--- src/hw/srw_pkg.sv ---
// Shared constants, types and carriers of the reset supervisor.
// Assumes a single 100 MHz system clock and word-aligned Avalon-MM access.
package srw_pkg;

  // ************************************************************
  // Timing
  // ************************************************************
  localparam int CLK_NS      = 10;
  localparam int TICK_NS     = 6400000;
  localparam int HALF_NS     = TICK_NS / 2;
  localparam int HALF_CYC    = HALF_NS / CLK_NS;
  localparam int WD_EXT_MULT = 128;
  localparam int WD_MAX_US   = 296000000;
  localparam int WD_MAX_HALF = WD_MAX_US / (HALF_NS / 1000);
  localparam int MR_DEB_NS   = 1000;
  localparam int MR_DEB_CYC  = (MR_DEB_NS + CLK_NS - 1) / CLK_NS;
  localparam int SAMP_NS     = 1000;
  localparam int SAMP_CYC    = (SAMP_NS + CLK_NS - 1) / CLK_NS;

  // ************************************************************
  // Register map and fields
  // ************************************************************
  localparam logic [4:0]  REG_CTRL     = 5'h00;
  localparam logic [4:0]  REG_STATUS   = 5'h04;
  localparam logic [4:0]  REG_IRQ_STAT = 5'h08;
  localparam logic [4:0]  REG_IRQ_CLR  = 5'h0c;
  localparam logic [4:0]  REG_IRQ_EN   = 5'h10;
  localparam logic [4:0]  REG_WD_CNT   = 5'h14;
  localparam int          CTRL_EN_BIT  = 0;
  localparam int          CTRL_KICK_BIT = 1;
  localparam int          IRQ_UV_BIT   = 0;
  localparam int          IRQ_MR_BIT   = 1;
  localparam int          IRQ_WD_BIT   = 2;
  localparam logic        CTRL_EN_RST  = 1'h1;
  localparam logic [2:0]  IRQ_EN_RST   = 3'h0;

  // ************************************************************
  // Types
  // ************************************************************
  typedef enum logic [2:0] {
    ST_ASSERT = 3'b001,
    ST_HOLD   = 3'b010,
    ST_RUN    = 3'b100
  } srw_state_t;

  typedef enum logic [1:0] {
    CAP_GND   = 2'h0,
    CAP_SMALL = 2'h1,
    CAP_OK    = 2'h2,
    CAP_LARGE = 2'h3
  } srw_cap_class_t;

  typedef struct packed {
    srw_cap_class_t cls;
    logic [15:0]    ticks;
  } srw_cap_t;

  typedef struct packed {
    logic     below_trip;
    logic     above_hyst;
    logic     mr_n;
    logic     kick;
    logic     sel;
    srw_cap_t cap;
  } srw_pins_t;

  localparam srw_pins_t PINS_RST = '{below_trip: 1'b1, above_hyst: 1'b0,
                                     mr_n: 1'b1, kick: 1'b0, sel: 1'b0,
                                     cap: '{cls: CAP_GND, ticks: 16'h0000}};

  typedef struct packed {
    logic        read;
    logic        write;
    logic [4:0]  address;
    logic [31:0] writedata;
  } srw_avs_req_t;

  typedef struct packed {
    logic [31:0] readdata;
    logic        waitrequest;
  } srw_avs_rsp_t;

endpackage

--- src/hw/srw_supervisor.sv ---
// Reset supervisor with watchdog: drives the host's active-low reset.
// Assumes capacitor settings arrive as static digital codes and that
// software reaches the control registers over Avalon-MM.
`timescale 1ns/10ps
// Overview of operation
// - Reset low while supply is below trip or manual reset is low.
// - After all causes clear, reset stays low for the hold period.
// - Watchdog expiry gives a reset pulse one hold period long.
// - Normal timeout is whole 6.4ms ticks plus 3.2ms.
// - Grounded watchdog timing input disables the watchdog entirely.
// - Hold period is a configured count, linear in the capacitor.
// - Manual reset holds reset low, then one hold period after release.
// - Watchdog counter clears on kick falling edge and during reset.
// - Range select high multiplies tick count by 128, keeps 3.2ms.
// - Any range select change clears the watchdog counter.
// - Supply release timing starts only above trip plus hysteresis.
// - Bouncing manual reset switch tolerated without external debounce.
// - Counter stays cleared during reset, resumes once the timing value is sampled.
// - Timing value sampled after release; aborted if reset falls.
// - Too small capacitance gives zero timeout, reset repeats.
// - Too large capacitance or over 296s disables the watchdog.
module srw_supervisor
  import srw_pkg::*;
#(
  parameter int HALF_CYCLES = HALF_CYC
) (
  // Clock and reset
  input  wire logic         sys_clk,
  input  wire logic         arst_n,
  // Avalon-MM register slave
  input  wire srw_avs_req_t avs_req,
  output      srw_avs_rsp_t avs_rsp,
  // Supply monitor indications
  input  wire logic         supply_below_trip,
  input  wire logic         supply_above_hyst,
  // Host-side pins
  input  wire logic         manual_reset_n,
  input  wire logic         watchdog_kick_in,
  input  wire logic         watchdog_range_sel,
  // Capacitor settings
  input  wire srw_cap_t     watchdog_timing_cap,
  input  wire logic [31:0]  reset_timing_cap,
  // Outputs
  output      logic         reset_out_n,
  output      logic         irq
);

  // ************************************************************
  // State
  // ************************************************************
  typedef struct packed {
    srw_state_t  st;
    logic [31:0] hold_cnt;
    logic        uv;
    logic        mr_low;
    logic [7:0]  deb_cnt;
    logic        kick_prev;
    logic        sel_prev;
    logic [24:0] wd_cnt;
    logic [7:0]  samp_cnt;
    logic        samp_done;
    srw_cap_t    cap;
    logic        sw_en;
    logic        kick_req;
    logic [2:0]  irq_stat;
    logic [2:0]  irq_en;
    logic        waitreq;
    logic [31:0] rdata;
    logic        reset_n;
    logic        irq;
  } srw_core_t;

  srw_core_t   r;
  srw_core_t   r_nxt;
  srw_pins_t   pin;
  logic        half_tick;
  logic        cause;
  logic        kick_fall;
  logic        sel_chg;
  logic [24:0] limit;
  logic        wd_inf;
  logic        wd_live;
  logic        wd_exp;
  logic [31:0] hold_lim;
  logic [2:0]  ev;
  logic [2:0]  clr;
  logic [31:0] rd;

  // Half-tick count of a timeout: 2*ticks(*128) + 1 half tick
  function automatic logic [24:0] wd_limit(input srw_cap_t c,
                                           input logic     ext);
    logic [24:0] base;
    base = 25'(c.ticks) * 25'd2;
    if (ext) begin
      base = base * 25'(WD_EXT_MULT);
    end
    return base + 25'h0000001;
  endfunction

  // ************************************************************
  // Input synchronisers and time base
  // ************************************************************
  srw_sync #(
    .W   ($bits(srw_pins_t)),
    .RST (PINS_RST)
  ) u_sync (
    .sys_clk (sys_clk),
    .arst_n  (arst_n),
    .d       ({supply_below_trip, supply_above_hyst, manual_reset_n,
               watchdog_kick_in, watchdog_range_sel, watchdog_timing_cap}),
    .q       (pin)
  );

  srw_tick #(
    .HALF_CYCLES (HALF_CYCLES)
  ) u_tick (
    .sys_clk   (sys_clk),
    .arst_n    (arst_n),
    .half_tick (half_tick)
  );

  // ************************************************************
  // Next-state logic
  // ************************************************************
  always_comb begin
    r_nxt      = r;
    r_nxt.waitreq  = 1'b1;
    r_nxt.kick_req = 1'b0;

    // Trip below threshold, release only above hysteresis
    if (pin.below_trip) begin
      r_nxt.uv = 1'b1;
    end else if (pin.above_hyst) begin
      r_nxt.uv = 1'b0;
    end

    // Level must hold for the whole window; switch bounce restarts it
    if ((!pin.mr_n) != r.mr_low) begin
      if (r.deb_cnt == 8'(MR_DEB_CYC - 1)) begin
        r_nxt.mr_low  = !pin.mr_n;
        r_nxt.deb_cnt = 8'h00;
      end else begin
        r_nxt.deb_cnt = r.deb_cnt + 8'h01;
      end
    end else begin
      r_nxt.deb_cnt = 8'h00;
    end

    cause     = r.uv | r.mr_low;
    kick_fall = (r.kick_prev & ~pin.kick) | r.kick_req;
    sel_chg   = pin.sel ^ r.sel_prev;
    r_nxt.kick_prev = pin.kick;
    r_nxt.sel_prev  = pin.sel;
    hold_lim  = (reset_timing_cap == 32'h00000000) ? 32'h00000001
                                                   : reset_timing_cap;

    // Watchdog limit and expiry
    limit   = wd_limit(r.cap, pin.sel);
    wd_inf  = (r.cap.cls == CAP_LARGE) ||
              ((r.cap.cls == CAP_OK) &&
               (limit > 25'(WD_MAX_HALF)));
    wd_live = (r.st == ST_RUN) && r.samp_done && r.sw_en &&
              (r.cap.cls != CAP_GND) && !wd_inf;
    // A range change clears first; an old count never meets a new limit
    wd_exp  = wd_live && ((r.cap.cls == CAP_SMALL) ||
                          (!sel_chg && (r.wd_cnt >= limit)));

    // Reset sequencer
    case (r.st)
      ST_ASSERT: begin
        r_nxt.hold_cnt = 32'h00000000;
        if (!cause) begin
          r_nxt.st = ST_HOLD;
        end
      end
      ST_HOLD: begin
        if (cause) begin
          r_nxt.st       = ST_ASSERT;
          r_nxt.hold_cnt = 32'h00000000;
        end else if (r.hold_cnt >= hold_lim - 32'h00000001) begin
          r_nxt.st       = ST_RUN;
          r_nxt.hold_cnt = 32'h00000000;
        end else begin
          r_nxt.hold_cnt = r.hold_cnt + 32'h00000001;
        end
      end
      ST_RUN: begin
        if (cause) begin
          r_nxt.st = ST_ASSERT;
        end else if (wd_exp) begin
          r_nxt.st       = ST_HOLD;
          r_nxt.hold_cnt = 32'h00000000;
        end
      end
      default: begin
        r_nxt.st = ST_ASSERT;
      end
    endcase

    // Watchdog counter
    if ((r.st != ST_RUN) || (r_nxt.st != ST_RUN) || kick_fall ||
        sel_chg) begin
      r_nxt.wd_cnt = 25'h0000000;
    end else if (wd_live && half_tick) begin
      r_nxt.wd_cnt = r.wd_cnt + 25'h0000001;
    end

    // Sampling of the timing setting after each release
    if ((r.st != ST_RUN) || (r_nxt.st != ST_RUN)) begin
      r_nxt.samp_cnt  = 8'h00;
      r_nxt.samp_done = 1'b0;
    end else if (!r.samp_done) begin
      if (r.samp_cnt == 8'(SAMP_CYC - 1)) begin
        r_nxt.samp_done = 1'b1;
        r_nxt.cap       = pin.cap;
      end else begin
        r_nxt.samp_cnt = r.samp_cnt + 8'h01;
      end
    end

    // Events
    ev = 3'h0;
    ev[IRQ_UV_BIT] = r_nxt.uv & ~r.uv;
    ev[IRQ_MR_BIT] = r_nxt.mr_low & ~r.mr_low;
    ev[IRQ_WD_BIT] = wd_exp;

    // Read mux
    case (avs_req.address)
      REG_CTRL:     rd = {31'h0, r.sw_en};
      REG_STATUS:   rd = {21'h0, r.cap.cls, r.samp_done, wd_inf,
                          pin.sel, r.mr_low, r.uv, r.st, r.reset_n};
      REG_IRQ_STAT: rd = {29'h0, r.irq_stat};
      REG_IRQ_EN:   rd = {29'h0, r.irq_en};
      REG_WD_CNT:   rd = {7'h0, r.wd_cnt};
      default:      rd = 32'h00000000;
    endcase

    // Bus: one busy cycle, then a single-cycle answer
    clr = 3'h0;
    if (r.waitreq) begin
      if (avs_req.read || avs_req.write) begin
        r_nxt.waitreq = 1'b0;
        r_nxt.rdata   = avs_req.read ? rd : 32'h00000000;
      end
    end else if (avs_req.write) begin
      case (avs_req.address)
        REG_CTRL: begin
          r_nxt.sw_en    = avs_req.writedata[CTRL_EN_BIT];
          r_nxt.kick_req = avs_req.writedata[CTRL_KICK_BIT];
        end
        REG_IRQ_CLR: clr = avs_req.writedata[2:0];
        REG_IRQ_EN:  r_nxt.irq_en = avs_req.writedata[2:0];
        default: begin
        end
      endcase
    end

    // A new event beats a simultaneous clear
    r_nxt.irq_stat = (r.irq_stat & ~clr) | ev;
    r_nxt.irq      = |(r_nxt.irq_stat & r_nxt.irq_en);
    r_nxt.reset_n  = (r_nxt.st == ST_RUN);
  end

  always_ff @(posedge sys_clk or negedge arst_n) begin
    if (!arst_n) begin
      r <= '{st: ST_ASSERT, hold_cnt: 32'h00000000, uv: 1'b1,
             mr_low: 1'b0, deb_cnt: 8'h00, kick_prev: 1'b0,
             sel_prev: 1'b0, wd_cnt: 25'h0000000, samp_cnt: 8'h00,
             samp_done: 1'b0, cap: '{cls: CAP_GND, ticks: 16'h0000},
             sw_en: CTRL_EN_RST, kick_req: 1'b0, irq_stat: 3'h0,
             irq_en: IRQ_EN_RST, waitreq: 1'b1, rdata: 32'h00000000,
             reset_n: 1'b0, irq: 1'b0};
    end else begin
      r <= r_nxt;
    end
  end

  assign avs_rsp     = '{readdata: r.rdata, waitrequest: r.waitreq};
  assign reset_out_n = r.reset_n;
  assign irq         = r.irq;
endmodule

--- src/hw/srw_sync.sv ---
// Three-stage input synchroniser with agreement filter.
// Assumes inputs are asynchronous to sys_clk.
`timescale 1ns/10ps
module srw_sync
  import srw_pkg::*;
#(
  parameter int              W   = 1,
  parameter logic [W-1:0]    RST = '0
) (
  // Clock and reset
  input  wire logic          sys_clk,
  input  wire logic          arst_n,
  // Data
  input  wire logic [W-1:0]  d,
  output      logic [W-1:0]  q
);

  typedef struct packed {
    logic [W-1:0] ff1;
    logic [W-1:0] ff2;
    logic [W-1:0] ff3;
    logic [W-1:0] q;
  } srw_sync_st_t;

  srw_sync_st_t r;
  srw_sync_st_t r_nxt;

  always_comb begin
    r_nxt     = r;
    r_nxt.ff1 = d;
    r_nxt.ff2 = r.ff1;
    r_nxt.ff3 = r.ff2;
    // Only bits where the last two stages agree move on
    r_nxt.q   = (r.ff2 & r.ff3) | (r.q & (r.ff2 ^ r.ff3));
  end

  always_ff @(posedge sys_clk or negedge arst_n) begin
    if (!arst_n) begin
      r <= '{ff1: RST, ff2: RST, ff3: RST, q: RST};
    end else begin
      r <= r_nxt;
    end
  end

  assign q = r.q;

endmodule

--- src/hw/srw_tick.sv ---
// Free-running half-tick enable generator, the watchdog time base.
// Assumes sys_clk runs continuously.
`timescale 1ns/10ps
module srw_tick
  import srw_pkg::*;
#(
  parameter int HALF_CYCLES = HALF_CYC
) (
  // Clock and reset
  input  wire logic sys_clk,
  input  wire logic arst_n,
  // Enable out
  output      logic half_tick
);

  typedef struct packed {
    logic [23:0] cnt;
    logic        pulse;
  } srw_tick_st_t;

  srw_tick_st_t r;
  srw_tick_st_t r_nxt;

  always_comb begin
    r_nxt       = r;
    r_nxt.pulse = 1'b0;
    if (r.cnt == 24'(HALF_CYCLES - 1)) begin
      r_nxt.cnt   = 24'h000000;
      r_nxt.pulse = 1'b1;
    end else begin
      r_nxt.cnt = r.cnt + 24'h000001;
    end
  end

  always_ff @(posedge sys_clk or negedge arst_n) begin
    if (!arst_n) begin
      r <= '{cnt: 24'h000000, pulse: 1'b0};
    end else begin
      r <= r_nxt;
    end
  end

  assign half_tick = r.pulse;

endmodule

--- config.mk ---
export PLATFORM = sky130hd
export DESIGN_NAME = srw_supervisor
export DESIGN_NICKNAME = d
export VERILOG_FILES = /design/src/hw/srw_pkg.sv /design/src/hw/srw_supervisor.sv /design/src/hw/srw_sync.sv /design/src/hw/srw_tick.sv
export SDC_FILE = /design/constraint.sdc
export NUM_CORES = 1
export LEC_CHECK = 0
export BUFFER_PORTS_ARGS = -buffer_cell sky130_fd_sc_hd__buf_2
export CAP_MARGIN = 20
export CORE_ASPECT_RATIO = 0.75
export CORE_UTILIZATION = 60
export DETAILED_ROUTE_END_ITERATION = 8
export GPL_TIMING_DRIVEN = 0
export PLACE_DENSITY = 0.85
export RECOVER_POWER = 50
export SYNTH_ARGS = -nofsm -noshare
export SYNTH_HDL_FRONTEND = slang
export SYNTH_SLANG_ARGS = --single-unit
export TNS_END_PERCENT = 20
--- constraint.sdc ---
create_clock -name sys_clk -period 7.58 [get_ports sys_clk]
set_input_delay 1.516 -clock sys_clk [delete_from_list [all_inputs] [get_ports sys_clk]]
set_output_delay 1.516 -clock sys_clk [all_outputs]
set_load 0.01 [all_outputs]
# After elaboration in Yosys (flattened, before gate mapping)

Index checks and enable logic that the tools add are counted.

Register bits: 259
Input bits: 96
Word-level logic and storage cells: 144

Add/sub/neg operators: 7
Order comparisons: 3
Eq/ne operators: 22
Muxes and demuxes: 38
Bitwise operators: 20
Reductions and logical operators: 28

Operators with widths:

| operator              | count |
|---|---|
| $mux 32               | 4 |
| $pmux 25 s5           | 1 |
| $pmux 32 s3           | 1 |
| $mux 35               | 2 |
| $mux 33               | 2 |
| $add 25x1->25 const B | 2 |
| $mux 25               | 2 |
| $mux 24               | 2 |
| $and 23x23->23        | 2 |
| $add 32x1->32 const B | 1 |
| $ge 32x32->1          | 1 |
| $logic_not 32->1      | 1 |
| $sub 32x1->32 const B | 1 |
| $mux 27               | 1 |
| $mux 3                | 9 |
| $ge 25x25->1          | 1 |
| $gt 25x17->1 const B  | 1 |
| $add 24x1->24 const B | 1 |
| $eq 24x19->1 const B  | 1 |
| $mux 8                | 3 |
| $or 23x23->23         | 1 |
| $xor 23x23->23        | 1 |
| $mux 19               | 1 |
| $add 8x1->8 const B   | 2 |
| other kinds (32)      | 74 |

# Longest topological paths before layout

Gate-level depths: netlist of run 1.

Depth after elaboration: 16
Mapped depth: 25
Mapped depth without buffers: 21

# Modules after synthesis

From an unflattened synthesis of run 1, not the netlist that was laid out.

Cells, all modules: 1227
Area, all modules: 13066.3 um^2

By module, submodules not included:

| module         | instances | cells each | area each (um^2) | seq. area each (um^2) |
|---|---|---|---|---|
| srw_supervisor | 1         | 952        | 8879.8           | 3383.2 |
| srw_sync       | 1         | 161        | 2945.3           | 2312.2 |
| srw_tick       | 1         | 114        | 1241.2           | 625.6 |

# Least setup slack after synthesis of run 1

OpenSTA, ideal clock, no wires.

Path type: input port to flip-flop
Start: in reset_timing_cap[16]
End: reg r[135] (netlist bit)
Library setup time: 0.069 ns
Data arrival time: 6.973 ns
Data required time: 7.511 ns
Path slack: 0.538 ns
Stages on the path: 24
Cells stage by stage: or4_4 -> nor4b_2 -> or4b_4 -> or4_4 -> or4_4 -> buf_6 -> buf_8 -> nor2b_1 -> ha_1 -> nand2_1 -> or2_2 -> nor3_1 -> nand2_1 -> nor3_1 -> xnor2_1 -> ha_1 -> and4_1 -> a221oi_1 -> o31ai_1 -> nor4b_1 -> clkbuf_1 -> clkbuf_1 -> nand4b_1 -> nand3_1

Word-level cells in the longest chain between the ends: 7

RTL lines:

| what                 | RTL line              | RTL |
|---|---|---|
| start, declared      | srw_supervisor.sv:42  | `input wire logic [31:0] reset_timing_cap,` |
| $logic_not 32->1     | srw_supervisor.sv:154 | `hold_lim = (reset_timing_cap == 32'h00000000) ? 32'h00000001` |
| $mux 32 *            | srw_supervisor.sv:154 |  |
| $sub 32x1->32 *      | srw_supervisor.sv:180 | `end else if (r.hold_cnt >= hold_lim - 32'h00000001) begin` |
| $ge 32x32->1 *       | srw_supervisor.sv:180 |  |
| $mux 32 *            | srw_supervisor.sv:180 |  |
| $mux 35 *            | srw_supervisor.sv:177 | `if (cause) begin` |
| $pmux 32 s3 *        | srw_supervisor.sv:169 | `case (r.st)` |
| end signal, assigned | srw_supervisor.sv:266 | `r <= '{st: ST_ASSERT, hold_cnt: 32'h00000000, uv: 1'b1,` |
| end signal, assigned | srw_supervisor.sv:274 | `r <= r_nxt;` |
| end, declared        | srw_supervisor.sv:73  | `srw_core_t r;` |

Mark *: on every way between the ends. The rest lies on a longest branch, timed or not.
A chain may end at the register's enable or synchronous reset.

# Worst setup path after layout of run 1

Start: in reset_timing_cap[16]
End: reg r[138] (netlist bit)

Same word-level chain as after synthesis.

==> results of run 1 <==
-- sequential cells by signal, summed over array words and instances, names as in the netlist --
register          count
reset_out_n           1
u_sync.r             69
u_tick.r             24
irq                   1
u_sync.q             23
avs_rsp              26
r                   107
u_tick.half_tick      1
-- per-stage QoR --
step	TNS (ns)	instances
floorplan	0	1205
global placement	-12.74	1581
detailed placement	-16.96	1583
CTS	0	1625
global route	0	1625
finish	0	1625
-- synth_stat cells, drive strengths merged (26+ instances only) --
cell type,count,area share
a21o,28,0.017
a21oi,51,0.020
buf,38,0.023
clkbuf,26,0.0077
dfrtp,240,0.47
ha,84,0.083
inv,31,0.0092
nand2,98,0.029
nand3,82,0.033
nor2,83,0.025
nor3,29,0.011
o21ai,38,0.015
xnor2,31,0.021
xor2,38,0.026
-- metal layers --
layer,vias up,part of all wire,GRT usage
met1,4709,0.44,0.383
met2,471,0.44,0.410
met4,0,0.022,0.0678
li1,4592,-,-
met5,-,0,0
met3,63,0.089,0.0574
-- power by group through the flow --
stage	Sequential [uW]	Combinational, uW	Clock, uW
finish	1440	232	1240
global route	1440	256	1320
CTS	1440	230	1260
detailed placement	1460	225	0
global placement	1460	211	0
floorplan	1450	129	0
-- placed cells by master, fill, tap and decap left out, drive strengths merged, types with 19 or more instances in the layout --
master,synthesis,routed
a21oi,51,51
a22o,21,21
dfrtp,240,240
xor2,38,38
and3,19,19
o21ai,38,38
nor3,29,29
ha,84,84
nand4,23,23
clkbuf,26,60
nand2,98,98
mux2,24,24
nor2,83,83
or3,24,24
a21o,28,28
nand3,82,82
buf,38,132
inv,31,33
xnor2,31,31
-- logic make-up (layout without fill, tap and decap cells) --
| logic type | count (synthesis) | after routing | share of synthesized area |
|---|---|---|---|
| flip-flops | 252 | 252 | 0.499 |
| AND/OR/NAND/NOR | 455 | 455 | 0.188 |
| XOR/XNOR | 69 | 69 | 0.0477 |
| adder cells (fa/ha/maj) | 84 | 84 | 0.0830 |
| multiplexers | 34 | 34 | 0.0293 |
| other | 1 | 7 | 0.000296 |
| buffers and inverters | 95 | 233 | 0.0395 |
| AO/OA/AOI/OAI | 209 | 209 | 0.113 |
-- worst max-delay path: stages --
cell and delay [ns]:
buf_2 0.13, or4_4 0.57, nor4b_2 0.33, or4b_4 0.53, or4_4 0.44, or4_4 0.42, buf_6 0.15, buf_8 0.14
nor2b_1 0.15, ha_1 0.21, nand2_1 0.09, or2_2 0.16, nor3_1 0.11, nand2_1 0.23, nor3_1 0.10, xnor2_1 0.14
ha_1 0.31, and4_1 0.22, a221oi_1 0.37, o31ai_2 0.18, nor4b_2 0.39, clkbuf_4 0.31, a21oi_1 0.12, nor4_1 0.40
-- path summary, 6_finish.rpt --
check,endpoint,slack (ns)
setup / recovery,r[138],0.24
hold / removal,u_sync.r[46],0.34
setup reg to reg,r[55],2.97
hold reg to reg,u_sync.r[46],0.34
max in group asynchronous,u_sync.r[79],2.50
min in group asynchronous,avs_rsp[25],1.58
-- final cells by class --
| type | count | area share |
|---|---|---|
| flip-flops and latches | 252 | 0.440 |
| multi-input cells | 858 | 0.409 |
| repair buffers | 96 | 0.0349 |
| well taps | 282 | 0.0245 |
| plain buffers | 64 | 0.0273 |
| clock buffers | 32 | 0.0431 |
| clock inverters | 10 | 0.0131 |
| inverters | 31 | 0.00809 |
-- what timing repair did --
| item | 4_1_cts | 5_1_grt |
|---|---|---|
| setup endpoints to repair | 22 | 30 |
| hold endpoints to repair | 0 | 0 |
| cloned | 0 | 0 |
| pin swaps | 0 | 1 |
| gates resized for setup | 3 | 12 |
==> results.json, run 1 <==
{
  "fin_ws_ns": 0.235,
  "multi_input_area_um2": 5890,
  "rsz0062_at_grt": "false",
  "clock_path_buffers": 3,
  "switchingPower_uw": 680,
  "grtUsageTotal": 0.265,
  "finalHoldViolCount": 0,
  "wire_per_inst_um": 17.2,
  "place_area_um2": 13600,
  "wl_um": 28000,
  "netlist_instances": 1199,
  "grt_pass1_vias": 9314,
  "tritoncts": "yes",
  "ys.flop_type": "dfrtp_1",
  "cap_violations": 2,
  "ys_warn_count": 0,
  "leakage_uw": 0.00670,
  "finalSetupViolCount": 0,
  "antenna_left": 0,
  "peakVddDrop_v": 0.000225,
  "hold_ws_ns": 0.345,
  "drcViolationCount": 0,
  "combPwrFrac": 0.080,
  "layout_min_cycle_time_ns": 7.34,
  "fill_cells": 1459,
  "dp_hpwl_um": 19800,
  "postCtsSetupBuffers": 0,
  "p_clk_frac": 0.427,
  "io_pins": 131,
  "hp-class": "register to register",
  "clock-root-buffer": "clkbuf_16",
  "grt_pass1_wl_um": 46300,
  "crit_path_end_kind": "register",
  "post-place-ws_ns": -0.733,
  "gp_congestion": 0.916,
  "dieArea_um2": 21700,
  "reg2regPathDepth": 12,
  "min_from": "u_sync.r[69]",
  "clk_pin_slew_ns": 0.07,
  "final_core_util": 0.703,
  "ys_seq_area_frac": 0.499,
  "crit_type": "input port to register",
  "power.share.switching": 0.234,
  "ys_ff_latch": 252,
  "period_share": 0.969,
  "power_frac_seq": 0.493,
  "violations": "capacitance limit, slew limit",
  "crit_required_ns": 7.97,
  "critPathMaxFanout": 10,
  "p_per_area_nw_per_um2": 203,
  "final_layout_size_suffix_gt1_frac": 0.167,
  "grt_overflow_total": 0,
  "area_growth_pct": 13.6,
  "drt-initial-drc-count": 959,
  "fp.dieH_um": 128,
  "antenna_cells": 0,
  "crit_start": "reset_timing_cap[16]",
  "synth-async-reset-ratio": 1.00,
  "clock_skew_ns": 0.0113,
  "yosysUniqueCellTypes": 70,
  "internal_power_uw": 2230,
  "slew_headroom": -0.796,
  "avgViaCountPerCell": 6.05,
  "clkSinkCount": 252,
  "area.sequential_um2": 6320,
  "core_um2": 20400,
  "cts_max_level": 1,
  "hold_path_depth": 0,
  "clock_latency_ns": 0.52,
  "synth_area_um2": 12700,
  "rows": 45,
  "total_power_uw": 2910,
  "numCtsBuffers": 23,
  "start_kind": "input port",
  "tightest_slew_ns": 2.69,
  "r2r-start": "u_sync.q[18]",
  "synth_edf_count": 0,
  "final_area_um2": 14400,
  "vias": 9835,
  "initial_core_util": 0.619,
  "syn_area_per_cell_um2": 10.6,
  "grt_max_degree": 111,
  "fin_nets": 1506,
  "slew_violations": 152,
  "port-buffer-count": 94,
  "cts_hold_buf": 0,
  "status": "finished with violations",
  "fmax_ghz": 0.136,
  "die_w_um": 170,
  "arrival_ns": 7.73,
  "antenna_found_initial": 0,
  "drt_first_pass_iters": 6
}
Power figures use the tool's default switching activity.
==> inputs of run 2 (changes only) <==
--- a/config.mk
+++ b/config.mk
@@ -8,10 +8,10 @@
 export BUFFER_PORTS_ARGS = -buffer_cell sky130_fd_sc_hd__buf_2
 export CAP_MARGIN = 20
 export CORE_ASPECT_RATIO = 0.75
-export CORE_UTILIZATION = 60
+export CORE_UTILIZATION = 59
 export DETAILED_ROUTE_END_ITERATION = 8
 export GPL_TIMING_DRIVEN = 0
-export PLACE_DENSITY = 0.85
+export PLACE_DENSITY = 0.84
 export RECOVER_POWER = 50
 export SYNTH_ARGS = -nofsm -noshare
 export SYNTH_HDL_FRONTEND = slang
==> constraint.sdc (replaced) <==
create_clock -name sys_clk -period 8.2 [get_ports sys_clk]
set_input_delay 1.64 -clock sys_clk [delete_from_list [all_inputs] [get_ports sys_clk]]
set_output_delay 1.64 -clock sys_clk [all_outputs]
set_load 0.01 [all_outputs]
==> run 2 against run 1 <==
Clock power shrank 4%. Wire length shrank 1.6%. Die area grew 1.7%. The flow still finishes with violations (capacitance limit, slew limit). Sequential share of layout area shrank 0.15 points. Clock skew grew 0.0044 ns. Non-clock buffer count is the same. Flip-flop and latch count is the same. Critical path depth grew 2. Largest cell class unchanged. Critical path type unchanged. Core utilization shrank 1.9 points.
==> results.json, run 2 (synthesized netlist as in run 1, its figures left out) <==
{
  "ctsResizeCount": 0,
  "slew_violations": 129,
  "post-place-cells": 1589,
  "peakVddDrop_v": 0.000193,
  "layout_min_cycle_time_ns": 7.71,
  "regMostFlops": "r",
  "rsz0062_at_grt": "false",
  "finalSetupViolCount": 0,
  "postCtsSetupBuffers": 0,
  "antenna_cells": 0,
  "largest_register_ffs": 107,
  "fin_ws_ns": 0.486,
  "hold_ws_ns": 0.346,
  "clk_pin_slew_ns": 0.06,
  "initial_core_util": 0.601,
  "avgViaCountPerCell": 5.97,
  "clock_path_buffers": 3,
  "status": "finished with violations",
  "leakage_uw": 0.00673,
  "wl_um": 27500,
  "rows": 46,
  "tritoncts": "yes",
  "critPathMaxFanout": 10,
  "drt-initial-drc-count": 997,
  "grt_pass1_vias": 9144,
  "total_power_uw": 2720,
  "vias": 9746,
  "period_share": 0.941,
  "crit_type": "input port to register",
  "crit_required_ns": 8.66,
  "fp.dieH_um": 129,
  "antenna_found_initial": 0,
  "finalHoldViolCount": 0,
  "violations": "capacitance limit, slew limit",
  "grt_max_degree": 129,
  "p_per_area_nw_per_um2": 189,
  "gp_congestion": 0.924,
  "fin_nets": 1507,
  "final_layout_size_suffix_gt1_frac": 0.166,
  "drt_first_pass_iters": 8,
  "drcViolationCount": 0,
  "clock-root-buffer": "clkbuf_16",
  "core_um2": 21100,
  "grtUsageTotal": 0.253,
  "dp_hpwl_um": 19700,
  "wire_per_inst_um": 16.9,
  "layout_common_cells": "dfrtp_1 (240), nand2_1 (97), buf_2 (94), ha_1 (84), nor2_1 (83)",
  "post-place-ws_ns": -0.299,
  "tightest_slew_ns": 5.42,
  "crit_start": "reset_timing_cap[16]",
  "port-buffer-count": 94,
  "hp-class": "register to register",
  "reg2reg_slack_ns": 3.58,
  "grt_pass1_wl_um": 45100,
  "start_kind": "input port",
  "cts_hold_buf": 0,
  "numCtsBuffers": 24,
  "grt_overflow_total": 0,
  "reg2regPathDepth": 12,
  "clock_skew_ns": 0.0156,
  "clock_latency_ns": 0.52,
  "final_common_cell": "dfrtp_1",
  "critPathCapture": "r[129]",
  "slew_headroom": -2.62,
  "reg2reg_to": "r[60]",
  "dieArea_um2": 22100,
  "die_w_um": 171,
  "area_growth_pct": 13.9,
  "io_pins": 131,
  "r2r-start": "u_sync.q[18]",
  "cap_violations": 1,
  "cts_max_level": 1,
  "fmax_ghz": 0.130,
  "fin_cells": 1633,
  "antenna_left": 0,
  "crit_path_end_kind": "register",
  "arrival_ns": 8.17,
  "clkSinkCount": 252
}
[run 2: area by class of cell]
| cell class | count | area, um2 |
|---|---|---|
| buffer | 64 | 387 |
| clock buffer | 31 | 667 |
| clock inverter | 13 | 190 |
| fill | 1536 | 6640 |
| inverter | 31 | 116 |
| multi-input combinational | 858 | 5870 |
| sequential | 252 | 6320 |
| tap | 288 | 360 |
| timing repair buffer | 96 | 515 |
[run 2: worst min-delay path by stage]
stage / start / depth (start not counted) / slack [ns] / end
2_1_floorplan: u_sync.r[69] / 0 / 0.33 / u_sync.r[46]
3_3_place_gp: u_sync.r[72] / 0 / 0.33 / u_sync.r[49]
3_5_place_dp: u_sync.r[73] / 0 / 0.33 / u_sync.r[50]
4_1_cts: u_sync.r[80] / 0 / 0.35 / u_sync.r[57]
5_1_grt: u_sync.r[85] / 0 / 0.36 / u_sync.r[62]
6_report: u_sync.r[86] / 0 / 0.35 / u_sync.r[63]
[run 2: metal layers]
metal	vias up	routed length, um	track usage
li1	4586	-	-
met1	4733	12900	0.381
met2	384	12100	0.387
met5	-	0	0
met3	43	2090	0.0446
met4	0	423	0.0525
[run 2: worst max-delay path: stages]
cell      delay (ns)
buf_2           0.13
or4_4           0.57
nor4b_2         0.31
or4b_4          0.53
or4_4           0.45
or4_4           0.43
buf_6           0.16
buf_8           0.14
nor2b_1         0.15
ha_1            0.21
nand2_1         0.10
or2_2           0.15
nor3_1          0.12
nand2_1         0.24
nor3_1          0.09
xnor2_1         0.19
ha_1            0.28
nand2_1         0.06
o21ai_0         0.11
a221oi_1        0.40
o31ai_1         0.23
nor4b_2         0.42
clkbuf_2        0.33
clkbuf_1        0.43
o21ai_0         0.19
nand2_1         0.10
[run 2: power breakdown]
part	internal [uW]	switching (uW)
Combinational	79.5	130
Clock	706	479
Sequential	1290	35.0
[run 2: per-stage QoR]
stage               TNS [ns]  cell area (um2)  utilization
floorplan                  0            12700            -
global placement      -0.531            13500        0.642
detailed placement     -3.72            13600        0.645
CTS                        0            14400        0.685
global route               0            14400        0.685
finish                     0            14400        0.685
==> inputs of run 3 (changes only) <==
--- a/config.mk
+++ b/config.mk
@@ -7,8 +7,10 @@
 export LEC_CHECK = 0
 export BUFFER_PORTS_ARGS = -buffer_cell sky130_fd_sc_hd__buf_2
 export CAP_MARGIN = 20
+export CELL_PAD_IN_SITES_DETAIL_PLACEMENT = 0
+export CELL_PAD_IN_SITES_GLOBAL_PLACEMENT = 2
 export CORE_ASPECT_RATIO = 0.75
-export CORE_UTILIZATION = 59
+export CORE_UTILIZATION = 39
 export DETAILED_ROUTE_END_ITERATION = 8
 export GPL_TIMING_DRIVEN = 0
 export PLACE_DENSITY = 0.84
==> run 3 against run 2 <==
The run still ends with capacitance limit, slew limit left. Hold slack better by 0.00090 ns. Global-route usage down 7.3 points. First-iteration DRC count down 32%. Clock power up 7%. Sequential share of layout area down 0.71 points. Wire length up 5.3%. Highest routed layer unchanged.
==> results.json, run 3 (synthesized netlist as in run 1, its figures left out) <==
{
  "die_w_um": 210,
  "finalSetupViolCount": 0,
  "hp-class": "register to register",
  "rsz0062_at_grt": "false",
  "multi_input_area_um2": 5870,
  "vias": 9324,
  "area.sequential_um2": 6320,
  "tritoncts": "yes",
  "crit_start": "reset_timing_cap[16]",
  "largest_register_ffs": 107,
  "cpMaxStageDelayCell": "or4_4",
  "regMostFlops": "r",
  "finalHoldViolCount": 0,
  "tightest_slew_ns": 2.99,
  "port-buffer-count": 94,
  "gp_congestion": 0.803,
  "drt_first_pass_iters": 7,
  "drcViolationCount": 0,
  "avgViaCountPerCell": 5.23,
  "slew_headroom": -0.991,
  "start_kind": "input port",
  "fp.dieH_um": 158,
  "clkSinkCount": 252,
  "hold_ws_ns": 0.347,
  "cpPeakStageDelay_ns": 0.57,
  "critPathMaxFanout": 10,
  "grt_pass1_vias": 8663,
  "wire_per_inst_um": 16.3,
  "final_layout_size_suffix_gt1_frac": 0.168,
  "crit_family": "simple AND/OR/NAND/NOR gates",
  "fin_nets": 1509,
  "postCtsSetupBuffers": 0,
  "final_area_um2": 14700,
  "slew_violations": 168,
  "crit_type": "input port to register",
  "area_growth_pct": 15.8,
  "final_common_cell": "dfrtp_1",
  "arrival_ns": 8.17,
  "grt_max_degree": 120,
  "cap_violations": 2,
  "core_um2": 31600,
  "cts_hold_buf": 0,
  "p_per_area_nw_per_um2": 191,
  "layout_common_cells": "dfrtp_1 (240), nand2_1 (97), buf_2 (93), ha_1 (84), nor2_1 (83)",
  "crit_required_ns": 8.68,
  "initial_core_util": 0.401,
  "path_buf_inv": 5,
  "clock_skew_ns": 0.0171,
  "rows": 56,
  "place_area_um2": 13800,
  "grt_pass1_wl_um": 47900,
  "antenna_found_initial": 0,
  "fmax_ghz": 0.130,
  "dp_hpwl_um": 21500,
  "numCtsBuffers": 26,
  "clock_path_buffers": 3,
  "io_pins": 131,
  "wl_um": 29000,
  "ctsResizeCount": 0,
  "dieArea_um2": 33200,
  "peakVddDrop_v": 0.000138,
  "clock-root-buffer": "clkbuf_16",
  "status": "finished with violations",
  "period_share": 0.939,
  "layout_min_cycle_time_ns": 7.70,
  "r2r-start": "u_sync.q[18]",
  "clk_pin_slew_ns": 0.06,
  "clock_latency_ns": 0.55,
  "leakage_uw": 0.00675,
  "violations": "capacitance limit, slew limit",
  "drt-initial-drc-count": 682,
  "crit_path_end_kind": "register",
  "antenna_cells": 0,
  "antenna_left": 0,
  "cts_max_level": 1,
  "min_from": "u_sync.r[80]",
  "grtUsageTotal": 0.181,
  "grt_overflow_total": 0,
  "fill_cells": 2972
}
-- run 3: changes by cell type in the layout (fill, tap and decap cells not counted), moves of 2 or more --
cell       delta
clkinv_4      -2
clkbuf_2      +2
clkbuf_16     +2
clkbuf_1      +2
clkbuf_8      +2
-- run 3: final timing paths --
check | cells after the start | to | slack (ns)
setup / recovery | 25 | r[129] | 0.50
min in group asynchronous | 1 | r[85] | 1.85
hold reg to reg | 0 | u_sync.r[57] | 0.35
max in group asynchronous | 2 | u_sync.r[53] | 2.41
hold / removal | 0 | u_sync.r[57] | 0.35
setup reg to reg | 12 | r[60] | 3.70
-- run 3: power by group --
part	internal, uW	switching (uW)	total, uW
clock network	766	502	1270
registers	1290	32.5	1330
logic	78.0	133	211
total	2140	668	2810
-- run 3: final cells by class --
type                    count  share of cell area
plain buffers              64              0.0265
clock buffers              36              0.0510
flip-flops and latches    252               0.431
repair buffers             96              0.0341
multi-input cells         858               0.400
well taps                 435              0.0371
clock inverters            11              0.0121
inverters                  31             0.00794
-- run 3: metal layers --
layer	GRT usage	vias up	part of all wire
met1	0.295	4527	0.55
met5	0	-	0
li1	-	4594	-
met2	0.238	171	0.39
met4	0.0407	0	0.018
met3	0.0329	32	0.047
-- run 3: worst reg2reg max path, cell delays in order, from the launching register on --
cell	delay (ns)
dfrtp_1	0.40
clkbuf_1	0.39
clkbuf_1	0.46
mux2i_1	0.29
ha_1	0.27
nand4_1	0.12
nor4_1	0.06
a221oi_1	0.28
a21oi_1	0.21
o211ai_1	0.58
nand4_1	0.63
buf_2	0.41
mux2_2	0.30
-- run 3: metrics by stage --
stage	power, uW	instances	setup WS, ns	TNS (ns)	util
after floorplan	1460	1205	1.03	0	-
after global placement	1560	1734	-0.391	-7.46	0.433
after detailed placement	1570	1736	-0.425	-8.03	0.436
after CTS	2860	1783	0.137	0	0.465
after global routing	2930	1783	0.0111	0	0.464
final	2810	1783	0.503	0	0.464
